`config.mk`:
```
export PLATFORM = sky130hd
export DESIGN_NAME = aux_channel_controller
export DESIGN_NICKNAME = d
export VERILOG_FILES = /design/src/hw/aux_pkg.sv /design/src/hw/aux_pwr_if.sv /design/src/hw/aux_pwr_seq.sv /design/src/hw/aux_channel_controller.sv
export SDC_FILE = /design/constraint.sdc
export NUM_CORES = 1
export LEC_CHECK = 0
export BUFFER_PORTS_ARGS = -buffer_cell sky130_fd_sc_hd__buf_2
export CORE_MARGIN = 3
export CORE_UTILIZATION = 55
export DETAILED_ROUTE_END_ITERATION = 8
export GPL_TIMING_DRIVEN = 0
export PLACE_DENSITY = 0.74
export SETUP_SLACK_MARGIN = 0.1
export SYNTH_ARGS = -nofsm -noshare
export SYNTH_HDL_FRONTEND = slang
export SYNTH_HIERARCHICAL = 1
export SYNTH_SLANG_ARGS = --single-unit
```
`constraint.sdc`:
```
create_clock -name clk -period 3.05 [get_ports clk]
set_clock_uncertainty 0.05 [all_clocks]
set_input_delay 0.305 -clock clk [delete_from_list [all_inputs] [get_ports clk]]
set_output_delay 0.305 -clock clk [all_outputs]
set_load 0.02 [all_outputs]
```
`src/hw/aux_pkg.sv`:
```
// package for the aux channel controller: register map, field layout, timing counts
// assumes a 100 MHz core clock and a 32-bit apb register bus
package aux_pkg;
   localparam int unsigned ClkMhz = 100;
   localparam logic [11:0] OffCtl = 12'h000;
   localparam logic [11:0] OffData0 = 12'h004;
   localparam logic [11:0] OffPwrFw = 12'h018;
   localparam logic [11:0] OffPwrDrv = 12'h01c;
   localparam logic [11:0] OffPwrStat = 12'h020;
   localparam logic [11:0] OffLowPwr = 12'h024;
   localparam int unsigned NumData = 5;
   localparam int unsigned BitBusy = 31;
   localparam int unsigned BitDone = 30;
   localparam int unsigned BitRxErr = 25;
   localparam int unsigned BitRoute = 24;
   localparam int unsigned BitIrqEn = 29;
   localparam int unsigned TmoLsb = 26;
   localparam int unsigned BitHealth = 15;
   localparam int unsigned TimeoutUs0 = 400;
   localparam int unsigned TimeoutUs1 = 600;
   localparam int unsigned TimeoutUs2 = 800;
   localparam int unsigned TimeoutUs3 = 4000;
   localparam int unsigned PwrUpUs = 2;
   localparam int unsigned PwrUpCycles = PwrUpUs * ClkMhz;
   localparam logic [31:0] CtlReset = 32'h0000_0000;
endpackage

```
`src/hw/aux_pwr_if.sv`:
```
// carrier between the top and the io power sequencer
// assumes both ends share clk and rst_n
`timescale 1ns/1ps
interface aux_pwr_if;
   logic request;
   logic powered;
   modport ctrl (output request, input powered);
   modport seq (input request, output powered);
endinterface

```
`src/hw/aux_pwr_seq.sv`:
```
// aux io power sequencer: or of all requesters, fixed ramp delay to the power state
// assumes the io well settles within the ramp count
`timescale 1ns/1ps
module aux_pwr_seq
   import aux_pkg::*;
#(
   parameter int unsigned RampCycles = PwrUpCycles
) (
   input wire logic clk,
   input wire logic rst_n,
   aux_pwr_if.seq pwr
);
   logic [15:0] cnt_q, cnt_d;
   logic on_q, on_d;
   always_comb begin
      cnt_d = cnt_q;
      on_d = on_q;
      if (!pwr.request) begin
         cnt_d = 16'h0000;
         on_d = 1'b0;
      end else if (!on_q) begin
         if (cnt_q == 16'(RampCycles - 1)) begin
            on_d = 1'b1;
         end else begin
            cnt_d = cnt_q + 16'h0001;
         end
      end
   end
   always_ff @(posedge clk or negedge rst_n) begin
      if (!rst_n) begin
         cnt_q <= 16'h0000;
         on_q <= 1'b0;
      end else begin
         cnt_q <= cnt_d;
         on_q <= on_d;
      end
   end
   assign pwr.powered = on_q;
endmodule

```
`src/hw/aux_channel_controller.sv`:
```
// aux channel controller: apb registers, io power requests, one transaction at a time
// assumes an already powered display; the aux link phy sits outside behind a start/reply handshake
//
// Summary of operation
// - power request 1b, state reads 1b
// - two independent power request registers
// - deep low-power select bit drives deepLowPowerAllowed only; power wells stay as requested
// - timeout codes 400/600/800/4000 us
// - bit 31 starts, reads as busy
// - completion reads 01 in bits 31:30
// - bit 25 receive error, write-one clears
// - routing field selects tunnel or native
`timescale 1ns/1ps
module aux_channel_controller
   import aux_pkg::*;
#(
   parameter int unsigned Tmo0Cycles = TimeoutUs0 * ClkMhz,
   parameter int unsigned Tmo1Cycles = TimeoutUs1 * ClkMhz,
   parameter int unsigned Tmo2Cycles = TimeoutUs2 * ClkMhz,
   parameter int unsigned Tmo3Cycles = TimeoutUs3 * ClkMhz,
   parameter int unsigned RampCycles = PwrUpCycles
) (
   input wire logic clk,
   input wire logic rst_n,
   input wire logic psel,
   input wire logic penable,
   input wire logic pwrite,
   input wire logic [11:0] paddr,
   input wire logic [31:0] pwdata,
   output logic [31:0] prdata,
   output logic pready,
   output logic pslverr,
   input wire logic phyMicrocontrollerHealthy,
   output logic auxStart,
   output logic auxRouteTunnel,
   input wire logic auxReplyValid,
   input wire logic auxReplyError,
   input wire logic [31:0] auxReplyWord,
   input wire logic [2:0] auxReplyIndex,
   output logic auxIoPowered,
   output logic deepLowPowerAllowed,
   output logic transactionDone
);
   typedef enum logic [1:0] {
      AuxIdle = 2'b00,
      AuxWait = 2'b01
   } aux_state_e;

   function automatic logic [31:0] tmoCycles(input logic [1:0] code);
      unique case (code)
         2'b00: tmoCycles = 32'(Tmo0Cycles);
         2'b01: tmoCycles = 32'(Tmo1Cycles);
         2'b10: tmoCycles = 32'(Tmo2Cycles);
         2'b11: tmoCycles = 32'(Tmo3Cycles);
      endcase
   endfunction

   // payload window: five aligned words after the control word
   function automatic logic isDataAddr(input logic [11:0] a);
      isDataAddr = a >= OffData0 && a < OffData0 + 12'(4 * NumData) && a[1:0] == 2'b00;
   endfunction

   aux_pwr_if pwrBus();
   aux_pwr_seq #(.RampCycles(RampCycles)) uPwr (
      .clk(clk),
      .rst_n(rst_n),
      .pwr(pwrBus)
   );

   aux_state_e state_q, state_d;
   logic [31:0] ctl_q, ctl_d;
   logic [31:0] data_q [NumData];
   logic [31:0] data_d [NumData];
   logic [31:0] tmr_q, tmr_d;
   logic pwrFw_q, pwrFw_d, pwrDrv_q, pwrDrv_d, lowPwr_q, lowPwr_d;
   logic [31:0] prdata_d;
   logic pready_d, pslverr_d, start_d;
   logic wrEn, rdEn, hit;
   logic [11:0] dOff;
   logic replyWord, replyEnd;

   assign wrEn = psel && penable && pwrite && !pready;
   assign rdEn = psel && penable && !pwrite && !pready;
   // either requester keeps the io up; releasing one never forces it down
   assign pwrBus.request = pwrFw_q | pwrDrv_q;
   // index 5 is the end marker; indices 0 to 4 fill the payload
   assign replyWord = auxReplyValid && auxReplyIndex < 3'(NumData);
   assign replyEnd = auxReplyValid && auxReplyIndex == 3'(NumData);

   always_comb begin
      state_d = state_q;
      ctl_d = ctl_q;
      data_d = data_q;
      tmr_d = tmr_q;
      pwrFw_d = pwrFw_q;
      pwrDrv_d = pwrDrv_q;
      lowPwr_d = lowPwr_q;
      start_d = 1'b0;
      prdata_d = 32'h0000_0000;
      // one wait state: answers are registered, so every access takes three cycles, setup included
      pready_d = psel && penable && !pready;
      pslverr_d = 1'b0;
      hit = 1'b1;
      dOff = paddr - OffData0;
      if (wrEn) begin
         if (paddr == OffCtl) begin
            // configuration only changes while idle
            if (state_q == AuxIdle) begin
               ctl_d[BitRoute] = pwdata[BitRoute];
               ctl_d[BitIrqEn] = pwdata[BitIrqEn];
               ctl_d[TmoLsb +: 2] = pwdata[TmoLsb +: 2];
               ctl_d[23:0] = pwdata[23:0];
               if (pwdata[BitBusy]) begin
                  ctl_d[BitBusy] = 1'b1;
                  state_d = AuxWait;
                  // counter loads here so the timeout runs from the start edge
                  tmr_d = tmoCycles(pwdata[TmoLsb +: 2]);
                  start_d = 1'b1;
               end
            end
            // status clears work while busy so a stale flag can be dropped at any time
            if (pwdata[BitDone]) ctl_d[BitDone] = 1'b0;
            if (pwdata[BitRxErr]) ctl_d[BitRxErr] = 1'b0;
         end else if (isDataAddr(paddr)) begin
            if (state_q == AuxIdle) data_d[dOff[4:2]] = pwdata;
         end else if (paddr == OffPwrFw) begin
            pwrFw_d = pwdata[0];
         end else if (paddr == OffPwrDrv) begin
            pwrDrv_d = pwdata[0];
         end else if (paddr == OffLowPwr) begin
            lowPwr_d = pwdata[0];
         end else begin
            hit = 1'b0;
         end
      end
      if (rdEn) begin
         if (paddr == OffCtl) begin
            prdata_d = ctl_q;
         end else if (isDataAddr(paddr)) begin
            prdata_d = data_q[dOff[4:2]];
         end else if (paddr == OffPwrFw) begin
            prdata_d = {31'h0000_0000, pwrFw_q};
         end else if (paddr == OffPwrDrv) begin
            prdata_d = {31'h0000_0000, pwrDrv_q};
         end else if (paddr == OffPwrStat) begin
            prdata_d = 32'h0000_0000;
            prdata_d[0] = pwrBus.powered;
            prdata_d[BitHealth] = phyMicrocontrollerHealthy;
         end else if (paddr == OffLowPwr) begin
            prdata_d = {31'h0000_0000, lowPwr_q};
         end else begin
            hit = 1'b0;
         end
      end
      // unmapped or unaligned offsets: error, write dropped, read as zero
      if ((wrEn || rdEn) && !hit) pslverr_d = 1'b1;
      if (state_q == AuxWait) begin
         // reply and timeout set done in the same cycle busy drops; they beat a software clear
         if (replyWord) begin
            data_d[auxReplyIndex] = auxReplyWord;
         end
         if (replyEnd) begin
            ctl_d[BitBusy] = 1'b0;
            ctl_d[BitDone] = 1'b1;
            if (auxReplyError) ctl_d[BitRxErr] = 1'b1;
            state_d = AuxIdle;
            // a silent sink ends on the timeout, so busy can never hang
         end else if (tmr_q <= 32'h0000_0001) begin
            ctl_d[BitBusy] = 1'b0;
            ctl_d[BitDone] = 1'b1;
            state_d = AuxIdle;
         end else begin
            tmr_d = tmr_q - 32'h0000_0001;
         end
      end
   end

   // every output except auxIoPowered is registered from the same next values as the state; auxIoPowered copies pwrBus.powered one cycle late
   always_ff @(posedge clk or negedge rst_n) begin
      if (!rst_n) begin
         state_q <= AuxIdle;
         ctl_q <= CtlReset;
         for (int i = 0; i < NumData; i++) data_q[i] <= 32'h0000_0000;
         tmr_q <= 32'h0000_0000;
         pwrFw_q <= 1'b0;
         pwrDrv_q <= 1'b0;
         lowPwr_q <= 1'b0;
         prdata <= 32'h0000_0000;
         pready <= 1'b0;
         pslverr <= 1'b0;
         auxStart <= 1'b0;
         auxRouteTunnel <= 1'b0;
         auxIoPowered <= 1'b0;
         deepLowPowerAllowed <= 1'b0;
         transactionDone <= 1'b0;
      end else begin
         state_q <= state_d;
         ctl_q <= ctl_d;
         data_q <= data_d;
         tmr_q <= tmr_d;
         pwrFw_q <= pwrFw_d;
         pwrDrv_q <= pwrDrv_d;
         lowPwr_q <= lowPwr_d;
         prdata <= prdata_d;
         pready <= pready_d;
         pslverr <= pslverr_d;
         auxStart <= start_d;
         auxRouteTunnel <= ctl_d[BitRoute];
         auxIoPowered <= pwrBus.powered;
         deepLowPowerAllowed <= lowPwr_d;
         transactionDone <= ctl_d[BitDone] & ctl_d[BitIrqEn];
      end
   end
endmodule

```
==> impl_metrics.ini <==
[synthesis]
syn_nets = 1559
synth_area_um2 = 14500
ys_types = 76
synth.largest_area_cell = dfrtp_1
async_reset_ff_share_pct = 100
ys.warnings.count = 6
ys_seq_area_share_pct = 48.6
synth_area_per_cell_um2 = 9.94
synth_top_cell_area_share_pct = 48.6
synth-seq-cells = 282
synth_area_leaders = dfrtp_1, mux2i_1, a21oi_1, nand2_1, nor2_1
synth-edff-count = 0
postSynthCellCount = 1459
synthFlopType = dfrtp_1

[final_layout]
final_common_cell = dfrtp_1
drive_above_1_share_pct = 16.3
layout.nets = 1758
diodes = 0
synthToLayoutAreaGrowth_pct = 18.3
final_cell_mix = dfrtp_1, mux2i_1, a21oi_1
final_core_util_pct = 67.2
final_area_um2 = 17200

[grt]
grt_pass1_wl_um = 68700
grt_overflow_total = 0
track_usage_pct = 30.3
grt_pass1_vias = 12484
antenna_found_initial = 3
grt_max_degree = 117

[clock_tree]
clkSinkCount = 282
cts_max_path_buffers = 3
cts_tree = yes
tritoncts.num_buffers = 31
htree_levels = 1
insertion_delay_ps = 560
path_clk_slew_ps = 60
root_buffer = clkbuf_16

[placement]
dp_hpwl_um = 28400
place_area_um2 = 15600
portBuffers = 123
gp_congestion = 0.912

[flow_run]
cap_viol_max_count = 0

[critical_path]
reg2reg_from = tmr_q[28]
startpoint = paddr[2]
crit_arrival_ps = 3300
critPathCaptureType = flip-flop
crit_type = primary input to flip-flop
worst-path-max-fanout = 12
worstSetupStartpointType = primary input
cp.required_ps = 3490

[status]
outcome = complete, no violations

[power_and_ir_drop]
power_frac_seq_pct = 44.9
p_int_uw = 6410
p_leak_uw = 0.00828
power.density_nw_per_um2 = 489
swShare_pct = 23.6
p_switching_uw = 1980
ir_drop_v = 0.000519
p_comb_share_pct = 7.1
clkPwrFrac_pct = 48.0

[sta]
report.final.slew_viol_count = 0
finalHoldViolations = 0
fin_crit_sh_pct = 93.7
slew-limit-headroom_pct = 26.3
rsz0062_at_grt = true
period_minus_slack_ps = 2860
finalSetupViolations = 0
worst_pin_slew_ps = 1110
max_freq_mhz = 350

[routing]
wl_um = 43200
drtIter0Drc = 1193
drc = 0
dr.pass1.iters = 7
ant_nets = 0
vias = 12532
routed_via_density = 6.23
wl_per_cell_um = 21.5

[floorplan]
ios = 126
start_util_pct = 56.8
die_area_um2 = 28400
rows = 58
core_um2 = 25500
die_h_um = 168
fp.dieW_um = 168

[worst_hold_path]
worstHoldStart = pwdata[11]
hold_path_class = primary input to flip-flop
synthesized netlist by cell type, types with 6 or more instances:
cell type,count
dfrtp_1,282
mux2i_1,202
a21oi_1,181
nand2_1,155
nor2_1,137
clkbuf_1,70
o21ai_1,45
a22o_1,43
o21ai_0,42
mux2_2,30
nor4_1,18
inv_1,16
nor3_1,16
nand3_1,14
ha_1,13
and2_1,12
buf_2,12
nand4_1,11
o22ai_1,11
a22oi_1,9
nand2b_1,8
o211ai_1,8
buf_4,7
xor2_1,7
nor2b_1,6
o31ai_1,6
cell families (layout without fill, tap and decap cells):
kind of cell | Yosys count | count (layout) | share of synthesized area [%]
adder cells (fa/ha/maj) | 13 | 13 | 1.12
XOR/XNOR | 12 | 12 | 0.724
AO/OA/AOI/OAI | 381 | 381 | 15.7
flip-flops | 282 | 282 | 48.6
multiplexers | 233 | 233 | 16.4
AND/OR/NAND/NOR | 424 | 424 | 14.1
buffers and inverters | 114 | 338 | 3.39
critical path, cell delays in order:
cell and delay, ps:
buf_2 150, clkinv_1 180, clkbuf_2 310, ha_1 360
nor2b_1 190, a221oi_2 330, nand2_1 200, nor2_2 430
buf_2 460, o21ai_0 220, nand2_1 140
power groups by stage:
stage / Clock (uW) / Sequential [uW] / Combinational (uW)
floorplan: 0 / 3830 / 221
global placement: 0 / 3830 / 525
detailed placement: 0 / 3830 / 538
CTS: 4050 / 3770 / 581
global route: 4200 / 3770 / 640
finish: 4030 / 3770 / 595
metal layers:
layer | global-route usage (%) | vias to the layer above | share of wire (%)
li1 | - | 5639 | -
met3 | 6.25 | 136 | 8.7
met2 | 47.7 | 636 | 46
met5 | 0 | - | 0.069
met1 | 41.8 | 6115 | 41
met4 | 10.9 | 6 | 3.8
flip-flops by register name, summed over array words and instances, names as in the netlist:
| signal | flops |
|---|---|
| prdata | 32 |
| ctl_q | 31 |
| uPwr/cnt_q | 16 |
| auxIoPowered | 1 |
| state_q | 2 |
| pwrFw_q | 1 |
| tmr_q | 32 |
| uPwr/pwr.powered | 1 |
| transactionDone | 1 |
| data_q | 160 |
| pslverr | 1 |
| pready | 1 |
| auxStart | 1 |
| pwrDrv_q | 1 |
| lowPwr_q | 1 |
per-stage QoR:
step | setup slack [ps] | setup TNS [ps] | hold WS [ps] | total power, uW | cells
2_1_floorplan | 510 | 0 | -40.6 | 4060 | 1459
3_3_place_gp | -3690 | -1120450 | 416 | 4360 | 1912
3_5_place_dp | -867 | -90020 | 283 | 4370 | 1915
4_1_cts | 233 | 0 | 1.63 | 8400 | 2009
5_1_grt | 51.6 | 0 | 15.5 | 8610 | 2013
6_report | 191 | 0 | 15.0 | 8390 | 2013
timing repair:
action	CTS	global route
cloned	0	0
hold buffers	36	0
endpoints found under the hold margin	168	0
setup buffers	0	4
pin swaps	0	1
resized for setup	8	14
endpoints found under the setup margin	57	56
cell type report:
| type | count | area, um2 |
|---|---|---|
| buffer | 96 | 437 |
| tap | 330 | 413 |
| sequential | 282 | 7060 |
| inverter | 18 | 67.6 |
| fill | 2061 | 8380 |
| timing repair buffer | 166 | 1080 |
| multi-input combinational | 1063 | 7010 |
| clock buffer | 43 | 901 |
| clock inverter | 15 | 204 |
worst paths after layout:
kind                         endpoint  slack [ps]  cells past startpoint
min in group asynchronous   prdata[7]         250                      2
max reg2reg                 tmr_q[11]         250                      7
min reg2reg                 tmr_q[22]         440                      1
max in group asynchronous   ctl_q[23]        1730                      3
min                         ctl_q[11]          10                      2
max                        prdata[30]         190                     11
Power figures use the tool's default switching activity.
